[src/rtl/twl_pkg.sv]
// Constants shared by the transceiver reconfiguration word loader
// Function
// - Select 10 sets divide by four
// - Readback 01 means divide by two
// - Channel select width follows channel count
// - Configuration words are 16 bits, strobed
// - Six-bit index names the needed word
// - Image lengths per configuration as listed
// - Full image restores analog control defaults
// - Reduced entry: 6-bit address, 16 data
// - Reduced mode only for image-based modes
// - Divider supports only one, two, four
// - Transmit divider leaves receive dividers alone
// - Divider access needs no image words
package twl_pkg;
    localparam int WORD_W  = 16;
    localparam int ADDR_W  = 6;
    localparam int ENTRY_W = ADDR_W + WORD_W;
    localparam int MEM_DEPTH = 64;

    // Divider select codes
    localparam logic [1:0] DIV_BY1 = 2'h0;
    localparam logic [1:0] DIV_BY2 = 2'h1;
    localparam logic [1:0] DIV_BY4 = 2'h2;
    localparam logic [1:0] DIV_RST = DIV_BY1;

    // Image lengths, selected by image kind
    localparam logic [2:0] IMG_DUPLEX     = 3'h0;
    localparam logic [2:0] IMG_RX_ONLY    = 3'h1;
    localparam logic [2:0] IMG_TX_ONLY    = 3'h2;
    localparam logic [2:0] IMG_DUPLEX_CCU = 3'h3;
    localparam logic [6:0] LEN_DUPLEX     = 7'd55;
    localparam logic [6:0] LEN_RX_ONLY    = 7'd37;
    localparam logic [6:0] LEN_TX_ONLY    = 7'd19;
    localparam logic [6:0] LEN_DUPLEX_CCU = 7'd60;
    localparam logic [6:0] LEN_PD_DUPLEX     = 7'd27;
    localparam logic [6:0] LEN_PD_RX_ONLY    = 7'd14;
    localparam logic [6:0] LEN_PD_TX_ONLY    = 7'd15;
    localparam logic [6:0] LEN_PD_DUPLEX_CCU = 7'd33;

    localparam logic [ADDR_W-1:0] IDX_ZERO = 6'h00;

    typedef enum logic [2:0] {
        TWL_IDLE = 3'b001,
        TWL_FULL = 3'b010,
        TWL_RED  = 3'b100
    } twl_state_t;
endpackage : twl_pkg

[src/rtl/twl_div_bank.sv]
// Per-channel transmit local divider settings
`timescale 1ns/1ps
module twl_div_bank #(
    parameter int NUM_CH = 4,
    parameter int CH_W   = (NUM_CH > 1) ? $clog2(NUM_CH) : 1
) (
    // Clock and reset
    input  wire logic            sys_clk,
    input  wire logic            arst_n,
    input  wire logic            clk_en,
    // Access
    input  wire logic [CH_W-1:0] ch_sel,
    input  wire logic            wr_en,
    input  wire logic [1:0]      wr_code,
    input  wire logic            rd_en,
    output logic      [1:0]      rd_code_ff,
    output logic      [2*NUM_CH-1:0] div_flat
);
    import twl_pkg::*;

    logic       code_ok;
    logic [1:0] legal_code;
    logic [1:0] cur_code;
    logic [1:0] div_ff [NUM_CH];

    // Reserved code 11 is ignored rather than stored
    assign code_ok    = (wr_code == DIV_BY1) || (wr_code == DIV_BY2) || (wr_code == DIV_BY4);
    assign legal_code = (wr_code == DIV_BY4) ? DIV_BY4 :
                        (wr_code == DIV_BY2) ? DIV_BY2 : DIV_BY1;
    assign cur_code   = div_ff[ch_sel];

    genvar g;
    generate
        for (g = 0; g < NUM_CH; g++) begin : g_ch
            assign div_flat[2*g +: 2] = div_ff[g];
            always_ff @(posedge sys_clk or negedge arst_n) begin
                if (!arst_n) begin
                    div_ff[g] <= DIV_RST;
                end else if (clk_en && wr_en && ch_sel == CH_W'(g) && code_ok) begin
                    div_ff[g] <= legal_code;
                end
            end
        end
    endgenerate

    always_ff @(posedge sys_clk or negedge arst_n) begin
        if (!arst_n) begin
            rd_code_ff <= DIV_RST;
        end else if (clk_en && rd_en) begin
            rd_code_ff <= cur_code;
        end
    end
endmodule : twl_div_bank

[src/rtl/twl_loader.sv]
// Transceiver reconfiguration word loader top level
//
// Our own choices: the plain strobed port and the placing of the registers.
`timescale 1ns/1ps
module twl_loader #(
    parameter int  NUM_CH      = 4,
    parameter int  CH_W        = (NUM_CH > 1) ? $clog2(NUM_CH) : 1,
    parameter bit  HAS_RD_PORT = 1'b1,
    parameter bit  HAS_REDUCED = 1'b1
) (
    // Clock and reset
    input  wire logic                       sys_clk,
    input  wire logic                       arst_n,
    input  wire logic                       clk_en,
    // Image load control
    input  wire logic                       full_start,
    input  wire logic                       reduced_mode,
    input  wire logic                       pma_direct,
    input  wire logic [2:0]                 img_kind,
    input  wire logic [CH_W-1:0]            ch_sel,
    // Image words
    input  wire logic [twl_pkg::WORD_W-1:0] word_data,
    input  wire logic                       word_wr,
    input  wire logic [twl_pkg::ADDR_W-1:0] word_addr_in,
    output logic      [twl_pkg::ADDR_W-1:0] word_idx_ff,
    output logic                            busy,
    output logic                            load_done_ff,
    // Transmit divider
    input  wire logic [1:0]                 div_sel,
    input  wire logic                       div_wr,
    input  wire logic                       div_rd,
    output logic      [1:0]                 div_rb_ff,
    output logic                            div_rb_valid_ff,
    // Channel target
    output logic                            tgt_wr_ff,
    output logic      [CH_W-1:0]            tgt_ch_ff,
    output logic      [twl_pkg::ADDR_W-1:0] tgt_addr_ff,
    output logic      [twl_pkg::WORD_W-1:0] tgt_data_ff,
    output logic      [2*NUM_CH-1:0]        tx_div_ctrl
);
    import twl_pkg::*;

    // ------------------------------------------------------------
    // Image length decode
    // ------------------------------------------------------------
    logic [6:0] img_len;
    logic [6:0] len_full;
    logic [6:0] len_pd;

    assign len_full = (img_kind == IMG_RX_ONLY)    ? LEN_RX_ONLY :
                      (img_kind == IMG_TX_ONLY)    ? LEN_TX_ONLY :
                      (img_kind == IMG_DUPLEX_CCU) ? LEN_DUPLEX_CCU : LEN_DUPLEX;
    assign len_pd   = (img_kind == IMG_RX_ONLY)    ? LEN_PD_RX_ONLY :
                      (img_kind == IMG_TX_ONLY)    ? LEN_PD_TX_ONLY :
                      (img_kind == IMG_DUPLEX_CCU) ? LEN_PD_DUPLEX_CCU : LEN_PD_DUPLEX;
    assign img_len  = pma_direct ? len_pd : len_full;

    // ------------------------------------------------------------
    // Load sequencer
    // ------------------------------------------------------------
    twl_state_t        state_ff, nxt_state;
    logic [ADDR_W-1:0] nxt_idx;
    logic [6:0]        len_ff;
    logic              start_ok;
    logic              red_ok;
    logic              word_take;
    logic              last_word;
    logic              nxt_done;

    // Reduced entries only exist for image-based loads
    assign red_ok    = HAS_REDUCED && reduced_mode;
    assign start_ok  = full_start && (state_ff == TWL_IDLE);
    assign word_take = word_wr && (state_ff != TWL_IDLE);
    assign last_word = ({1'b0, word_idx_ff} == len_ff - 7'd1);
    assign busy      = (state_ff != TWL_IDLE);

    always_comb begin
        nxt_state = state_ff;
        nxt_idx   = word_idx_ff;
        nxt_done  = 1'b0;
        case (state_ff)
            TWL_IDLE: begin
                if (start_ok) begin
                    nxt_state = red_ok ? TWL_RED : TWL_FULL;
                    nxt_idx   = IDX_ZERO;
                end
            end
            TWL_FULL: begin
                if (word_take) begin
                    if (last_word) begin
                        nxt_state = TWL_IDLE;
                        nxt_idx   = IDX_ZERO;
                        nxt_done  = 1'b1;
                    end else begin
                        nxt_idx = word_idx_ff + ADDR_W'(1);
                    end
                end
            end
            TWL_RED: begin
                // Reduced load ends when the caller drops the mode
                if (!reduced_mode) begin
                    nxt_state = TWL_IDLE;
                    nxt_done  = 1'b1;
                end
            end
            default: begin
                nxt_state = TWL_IDLE;
                nxt_idx   = IDX_ZERO;
            end
        endcase
    end

    always_ff @(posedge sys_clk or negedge arst_n) begin
        if (!arst_n) begin
            state_ff     <= TWL_IDLE;
            word_idx_ff  <= IDX_ZERO;
            len_ff       <= LEN_DUPLEX;
            load_done_ff <= 1'b0;
        end else if (clk_en) begin
            state_ff     <= nxt_state;
            word_idx_ff  <= nxt_idx;
            load_done_ff <= nxt_done;
            if (start_ok) begin
                len_ff <= img_len;
            end
        end
    end

    // ------------------------------------------------------------
    // Word forwarding to the channel
    // ------------------------------------------------------------
    logic [ADDR_W-1:0] wr_addr;
    logic [ENTRY_W-1:0] entry;

    // Reduced entry: address above data
    assign entry   = {word_addr_in, word_data};
    assign wr_addr = (state_ff == TWL_RED) ? entry[ENTRY_W-1 -: ADDR_W] : word_idx_ff;

    always_ff @(posedge sys_clk or negedge arst_n) begin
        if (!arst_n) begin
            tgt_wr_ff   <= 1'b0;
            tgt_ch_ff   <= '0;
            tgt_addr_ff <= IDX_ZERO;
            tgt_data_ff <= '0;
        end else if (clk_en) begin
            tgt_wr_ff <= word_take;
            if (word_take) begin
                tgt_ch_ff   <= ch_sel;
                tgt_addr_ff <= wr_addr;
                tgt_data_ff <= entry[WORD_W-1:0];
            end
        end
    end

    // ------------------------------------------------------------
    // Transmit divider access, no image involved
    // ------------------------------------------------------------
    logic rd_go;
    logic wr_go;

    // Divider access is refused during a load so a word stream is not split
    assign wr_go = div_wr && !busy;
    assign rd_go = div_rd && !busy && HAS_RD_PORT;

    twl_div_bank #(
        .NUM_CH (NUM_CH),
        .CH_W   (CH_W)
    ) u_div (
        .sys_clk    (sys_clk),
        .arst_n     (arst_n),
        .clk_en     (clk_en),
        .ch_sel     (ch_sel),
        .wr_en      (wr_go),
        .wr_code    (div_sel),
        .rd_en      (rd_go),
        .rd_code_ff (div_rb_ff),
        .div_flat   (tx_div_ctrl)
    );

    always_ff @(posedge sys_clk or negedge arst_n) begin
        if (!arst_n) begin
            div_rb_valid_ff <= 1'b0;
        end else if (clk_en) begin
            div_rb_valid_ff <= rd_go;
        end
    end
endmodule : twl_loader

[config.mk]
export PLATFORM = sky130hd
export DESIGN_NAME = twl_loader
export DESIGN_NICKNAME = d
export VERILOG_FILES = /design/src/rtl/twl_pkg.sv /design/src/rtl/twl_div_bank.sv /design/src/rtl/twl_loader.sv
export SDC_FILE = /design/constraint.sdc
export NUM_CORES = 1
export LEC_CHECK = 0
export ABC_AREA = 1
export BUFFER_PORTS_ARGS = -buffer_cell sky130_fd_sc_hd__buf_2
export CAP_MARGIN = 25
export CORE_MARGIN = 4
export CORE_UTILIZATION = 57
export CTS_BUF_LIST = sky130_fd_sc_hd__clkbuf_2 sky130_fd_sc_hd__clkbuf_4 sky130_fd_sc_hd__clkbuf_8
export CTS_CLUSTER_DIAMETER = 60
export CTS_CLUSTER_SIZE = 28
export DETAILED_ROUTE_END_ITERATION = 12
export PLACE_DENSITY = 0.87
export SYNTH_ARGS = -nofsm -noshare
export SYNTH_HDL_FRONTEND = slang
export SYNTH_SLANG_ARGS = --single-unit
[constraint.sdc]
create_clock -name sys_clk -period 4.5 [get_ports sys_clk]
set_clock_uncertainty 0.15 [all_clocks]
set_input_delay 0.675 -clock sys_clk [delete_from_list [all_inputs] [get_ports sys_clk]]
set_output_delay 0.675 -clock sys_clk [all_outputs]
set_load 0.01 [all_outputs]
==> summary.md, run 1 <==
| Metric | Value |
|---|---|
| Status | `finished, final reports clean` |
| Die ar. | `5890 um^2` |
| Design area | `3220 um^2` |
| Family with the most delay on the worst path | `flip-flops` |
| Switching Share | `0.424` |
| Post-synth EDFFs | `0` |
| Fin util | `0.719` |
| Drt first-iter violations | `103` |
| Nets | `472` |
| Dominant synthesized flop cell | `dfrtp_1` |
| Clk pwr share | `0.139` |
| Initial antenna violation count | `0` |
| Crit Path Category | `flop to primary output` |
| Buffers & Inverters on Critical Path | `2` |
| Avg WL per Cell | `12.5 um` |
| FF-to-FF path depth | `12` |
| Clock Latency Late Sink | `0.30 ns` |
| Chip Height | `76.7 um` |
| Max-cap viol count | `0` |
| CTS Buf Count | `5` |
| Synth Register Bits | `52` |
| Setup TNS after final layout | `0 ns` |
| Die width | `76.7 um` |
| Area share of the largest cell type after synthesis | `0.428` |
| Post-Route WL | `6.08 mm` |
| Clk pin slew, worst setup/hold paths | `0.10 ns` |
| Sequential power share | `0.426` |
| Max-slew violation count | `0` |
| Crit-path cells | `inv_6, nand3_4, buf_2` |
| DRC | `0` |
| N_diodes | `0` |
| Fin crit period | `2.11 ns` |
| Power Internal | `1.11 mW` |
| WP data arrival | `1.29 ns` |
| Routability Congestion | `0.833` |
| First drt pass iteration count | `4` |
| Area grow syn2layout | `19.4%` |
| Number of cells upsized or downsized after cts | `0` |
| R2R Path Start | `len_ff[0]` |
| Maximum clock path buffer count | `2` |
| Cells after Synth | `349` |
| Syn nets | `389` |
| Final worst path period share | `0.470` |
| Synth area leader | `dfrtp_1` |
| Clock sink total | `52` |
| Gr usage total | `0.214` |
| CTS tree | `built` |
| FF-to-FF End | `state_ff[1]` |
| Mapped Area | `2690 um^2` |
| Post-DP HPWL | `4.50 mm` |
| Leak | `1.77 nW` |
| Cts hold-fix bufs | `0` |
| Post-DP Area | `3130 um^2` |
| Maximum vdd drop | `0.329 mV` |
| Post-synth ARST share | `1.00` |
| Crit start category | `flop` |
| Starting Density | `0.602` |
| Psw | `0.818 mW` |
| Slew HR | `0.574` |
| Core ar. | `4470 um^2` |
| PwrDens | `600 nW/um^2` |
| Gate power share | `0.435` |
| Count leader, synth | `nand2_1` |
| Largest net degree at the start of global routing | `53` |
| Worst EP required | `3.67 ns` |
| Num rows | `24` |
| Hold Fails Final Rpt | `0` |
| Unrepaired setup endpoints after global routing | `no` |
| Port-buffer cells | `81` |
| H-tree Lvls | `2` |
| Hold Path Class | `input pin to async pin` |
| Ports | `82` |
| Final setup vio count | `0` |
| Number of global-route vias before repair | `2353` |
| Setup slack, reg-to-reg | `2.44 ns` |
| Synth Warn # | `0` |
| Critical Path End Type | `primary output` |
| Vias/cell | `5.19` |
| Share of layout cells above drive strength 1 | `0.293` |
| Slew @ Worst Pin | `0.639 ns` |
| Avg Inst Size Synth | `7.72 um^2` |
| GR Overflow Total | `0` |
| Total power | `1.93 mW` |
| Crit path largest cell delay | `0.54 ns` |
| CP max FO | `9` |
| Via count | `2518` |
| Worst path slowest cell | `dfrtp_1` |
| Antenna-violating nets left | `0` |
| Setup Fix Bufs, Post-CTS | `0` |
| F_max | `473 MHz` |
| Library cells used by synthesis | `31` |
| Seq/Total Area, Yosys | `0.486` |
| Global-route wire length before repair | `10.4 mm` |
| Commonest cells in the netlist | `139 x nand2_1, 46 x dfrtp_1, 25 x nor2_1, 24 x inv_1, 16 x a21oi_1` |
| Crit. path cell count | `3` |
| Largest cells by area after synthesis | `dfrtp_1 43%, nand2_1 19%, dfstp_2 5.9%` |
| Clock root buffer | `clkbuf_8` |
[layout make-up]
cell class              instances  area, um^2
clock inverters                 3        21.3
repair buffers                 82         413
flip-flops and latches         52        1310
multi-input cells             256        1200
inverters                      35         136
well taps                      52        65.1
clock buffers                   5        68.8
fillers                       373        1260
[through the flow]
step / worst slack, ns / std cells / hold WS (ns)
global route: 2.31 / 485 / 0.346
global placement: 2.44 / 477 / 0.306
CTS: 2.39 / 485 / 0.334
floorplan: 2.63 / 349 / 0.229
detailed placement: 2.41 / 477 / 0.310
finish: 2.39 / 485 / 0.318
[routing by layer]
| metal | track usage | wire length, um |
|---|---|---|
| met5 | 0 | 0 |
| met3 | 0.0410 | 440 |
| met2 | 0.348 | 2820 |
| met1 | 0.288 | 2730 |
| met4 | 0.0725 | 85 |
[power by group through the flow]
stage	Combinational, mW	Sequential (mW)	Clock (mW)
after floorplan	0.488	0.886	0
after global placement	0.809	0.828	0
after detailed placement	0.838	0.829	0
after CTS	0.845	0.822	0.274
after global routing	0.943	0.847	0.298
final	0.838	0.822	0.268
[worst reg2reg max path, stage by stage (launching register included)]
cell and delay (ns):
dfstp_2 0.55, inv_1 0.09, ha_1 0.32, nand2_1 0.07
inv_1 0.04, nor2_1 0.07, nand3_1 0.09, nor2_2 0.15
nand3_2 0.13, nand2_4 0.14, nand2_1 0.06, nand2_1 0.06
nand2_1 0.05
[registers in the layout, indices dropped and copies added (netlist names)]
signal and count:
load_done_ff 1, div_rb_valid_ff 1, tgt_addr_ff 6, u_div.rd_code_ff 2, state_ff 3, tgt_data_ff 16
u_div.div_flat 8, tgt_wr_ff 1, word_idx_ff 6, tgt_ch_ff 2, len_ff 6
[worst max path at each step]
stage,start,to
2_1_floorplan,len_ff[0],state_ff[1]
3_3_place_gp,clk_en,tgt_addr_ff[4]
3_5_place_dp,clk_en,tgt_addr_ff[4]
4_1_cts,state_ff[2],busy
5_1_grt,len_ff[0],state_ff[1]
6_report,state_ff[2],busy
[placed cells by master, fill, tap and decap left out, drive strengths merged, types with 2 or more instances in the layout]
| cell | synthesis | layout |
|---|---|---|
| o22ai | 2 | 2 |
| ha | 2 | 2 |
| clkbuf | 0 | 5 |
| o21ai | 23 | 23 |
| xor2 | 2 | 2 |
| dfstp | 6 | 6 |
| nand3 | 19 | 19 |
| nor2 | 30 | 30 |
| buf | 6 | 82 |
| inv | 35 | 36 |
| nand2 | 144 | 144 |
| dfrtp | 46 | 46 |
| nand4 | 11 | 11 |
| a21oi | 19 | 19 |
[logic make-up after synthesis]
logic type      after synthesis  share of synthesized area
compound gates               46                     0.0981
buf+inv                      41                     0.0674
simple gates                206                      0.333
flops                        52                      0.486
xor+xnor                      2                    0.00651
fa+ha+maj                     2                    0.00929
Note: power is estimated with default switching activity, not from simulation.
==> inputs of run 2 (changes only) <==
ABC_AREA = 0   (was 1)
CORE_UTILIZATION = 52   (was 57)
PLACE_DENSITY = 0.82   (was 0.87)
clock period = 2.2 ns   (was 4.5 ns; I/O delays follow)
==> summary.md, run 2 <==
| Metric | Value |
|---|---|
| Status | `finished with violations` |
| Failing checks | `setup timing` |
| Syn nets | `272 (-30%)` |
| Max-cap viol count | `0 (unchanged)` |
| F_max | `440 MHz` |
| Slew @ Worst Pin | `0.849 ns (+0.210 ns)` |
| Slew HR | `0.432 (-0.142)` |
| Core ar. | `4720 um^2 (+5.6%)` |
| Num rows | `25 (+4.2%)` |
| Vias/cell | `5.35 (+3.1%)` |
| Critical Path End Type | `flop` |
| Unrepaired setup endpoints after global routing | `yes` |
| Synth Area in Compound Gates | `0.128 (+0.0299)` |
| Area share of the largest cell type after synthesis | `0.456 (+0.0286)` |
| HP Start | `word_data[0]` |
| Clk pin slew, worst setup/hold paths | `0.09 ns (about the same)` |
| Library cells used by synthesis | `40 (+29%)` |
| Fill count | `368 (-1.3%)` |
| CP max FO | `9 (unchanged)` |
| Worst EP required | `2.25 ns (-1.42 ns)` |
| Synth Area in XOR/XNOR | `0.0382 (+0.0317)` |
| Post-synth EDFFs | `0 (unchanged)` |
| Via count | `2087 (-17%)` |
| WP data arrival | `2.32 ns (+1.03 ns)` |
| Fin util | `0.690 (-0.0291)` |
| Reg with most FFs | `tgt_data_ff` |
| Avg WL per Cell | `14.7 um (+17%)` |
| Commonest cells in the netlist | `46 x dfrtp_1, 21 x mux2_2, 20 x o21ai_0, 19 x nand2_1, 15 x nor2_1` |
| Most common cell after layout, fill and taps aside | `buf_2` |
| Clock root buffer | `clkbuf_8` |
| Largest net degree at the start of global routing | `32 (-40%)` |
| Avg Inst Size Synth | `10.9 um^2 (+41%)` |
| Post-DP Area | `3090 um^2 (-1.3%)` |
| Hold Fails Final Rpt | `0 (unchanged)` |
| Synth Warn # | `0 (unchanged)` |
| Crit Path Category | `flop to flop` |
| Drt first-iter violations | `107 (+3.9%)` |
| Chip Height | `77.7 um (+1.2%)` |
| Most frequent cells in the layout | `81 x buf_2, 46 x dfrtp_1, 21 x mux2_2` |
| Clock Latency Late Sink | `0.30 ns (about the same)` |
| Gr usage total | `0.202 (-0.0125)` |
| Synth area leader | `dfrtp_1` |
| Leak | `1.56 nW (-12%)` |
| Port-buffer cells | `81 (unchanged)` |
| Mapped Area | `2520 um^2 (-6.3%)` |
| Max reg flops | `16 (unchanged)` |
| Post-DP HPWL | `4.39 mm (-2.4%)` |
| PwrDens | `1220 nW/um^2 (+100%)` |
| Number of global-route vias before repair | `2070 (-12%)` |
| Share of layout cells above drive strength 1 | `0.437 (+0.143)` |
| Starting Density | `0.534 (-0.0675)` |
| First drt pass iteration count | `4 (unchanged)` |
| Post-synth ARST share | `1.00 (unchanged)` |
| Total power | `3.98 mW (+110%)` |
| Crit start category | `flop` |
| Count leader, synth | `dfrtp_1` |
| Largest cells by area after synthesis | `dfrtp_1 46%, mux2_2 9.4%, dfstp_2 6.2%` |
| H-tree Lvls | `2 (unchanged)` |
| Max-slew violation count | `0 (unchanged)` |
| Area grow syn2layout | `29.1%` |
| Cells after Synth | `232 (-34%)` |
| Maximum vdd drop | `0.741 mV (+130%)` |
| R2R Path Start | `len_ff[1]` |
| Die ar. | `6030 um^2 (+2.5%)` |
| Antenna-violating nets left | `0 (unchanged)` |
| Clock sink total | `52 (unchanged)` |
| Ports | `82 (unchanged)` |
| Nets | `363 (-23%)` |
| Design area | `3260 um^2 (+1.3%)` |
| Fin crit period | `2.27 ns` |
| CTS tree | `built` |
| Dominant synthesized flop cell | `dfrtp_1` |
| Crit path from | `len_ff[1]` |
| DRC | `0 (unchanged)` |
| Synth Register Bits | `52 (unchanged)` |
| Main combinational cell family by area after synthesis | `multiplexers` |
| Hold Path Class | `input pin to flop` |
| GR Overflow Total | `0 (unchanged)` |
| Seq/Total Area, Yosys | `0.519 (+0.0325)` |
| Final setup vio count | `4 (+4)` |
| Post-Route WL | `5.72 mm (-5.9%)` |
| Post-Synth Simple-Gate Area | `0.135 (-0.197)` |
| Post-Synth Adder-Cell Area | `0.00992 (+0.000622)` |
| Die width | `77.7 um (+1.2%)` |
| N_diodes | `0 (unchanged)` |
| Routability Congestion | `0.841 (+0.96%)` |
| Final worst path period share | `1.03` |
| Initial antenna violation count | `0 (unchanged)` |
| Global-route wire length before repair | `9.69 mm (-6.9%)` |
| Maximum clock path buffer count | `2 (unchanged)` |
| CTS Buf Count | `5 (unchanged)` |
| Worst setup margin | `-0.0703 ns (-2.46 ns)` |
| Post-synthesis mux area share | `0.139 (+0.139)` |
[run 2: power breakdown]
group / internal, mW / switching [mW]
clock network: 0.447 / 0.297
logic: 0.807 / 0.782
registers: 1.37 / 0.275
total: 2.63 / 1.35
[run 2: cell type report]
type	instances	area, um^2	share of cell area
clock inverters	2	60.1	0.0184
well taps	67	83.8	0.0257
inverters	8	30.0	0.00922
repair buffers	94	543	0.167
clock buffers	5	68.8	0.0211
flip-flops and latches	52	1310	0.402
multi-input cells	162	1160	0.357
[run 2: path summary, 6_finish.rpt]
| kind | depth (start not counted) | end | slack [ns] |
|---|---|---|---|
| min in group asynchronous | 2 | tgt_data_ff[13] | 0.38 |
| worst min-delay path | 2 | tgt_data_ff[0] | 0.10 |
| max in group asynchronous | 3 | u_div.div_flat[6] | 0.99 |
| worst max-delay path | 9 | word_idx_ff[0] | -0.07 |
| worst min register to register | 2 | tgt_addr_ff[2] | 0.35 |
| worst max register to register | 9 | word_idx_ff[0] | -0.07 |
[run 2: logic make-up (layout without fill, tap and decap cells)]
family                     count (synthesis)  count (layout)
muxes                                     30              30
buffers and inverters                     18             109
and+or+nand+nor                           70              70
xor gates and xnor gates                  11              11
AOI/OAI and AO/OA                         49              49
DFF                                       52              52
adders and majority gates                  2               2
[run 2: per-layer routing]
metal  wire [um]  global-route usage  vias up
met3         358              0.0522       11
met2        2820               0.336       72
li1            -                   -     1006
met4         110              0.0694        0
met1        2430               0.254      998
met5           0                   0        -
[run 2: through the flow]
stage / TNS (ns) / hold slack, ns / setup slack [ns] / std cells
floorplan: -0.0197 / -0.116 / -0.0197 / 232
global placement: -0.240 / 0.192 / -0.0724 / 381
CTS: -0.358 / 0.0932 / -0.101 / 390
detailed placement: -0.773 / 0.195 / -0.146 / 381
global route: -0.676 / 0.0934 / -0.157 / 390
finish: -0.177 / 0.101 / -0.0703 / 390
[run 2: what timing repair did]
action                                  4_1_cts  5_1_grt
hold buffers                                  1        0
resized for setup                             1        3
pin swaps                                     1        2
hold endpoints to repair                     15        0
setup buffers                                 1        0
endpoints found under the setup margin        8       10
[run 2: critical path: stages (launching register included)]
cell and delay (ns):
dfstp_2 0.55, inv_2 0.05, ha_4 0.15, nor2b_1 0.11, or3_1 0.30, a31o_1 0.25
o31ai_4 0.22, buf_12 0.16, nor3_1 0.05, a21o_1 0.17
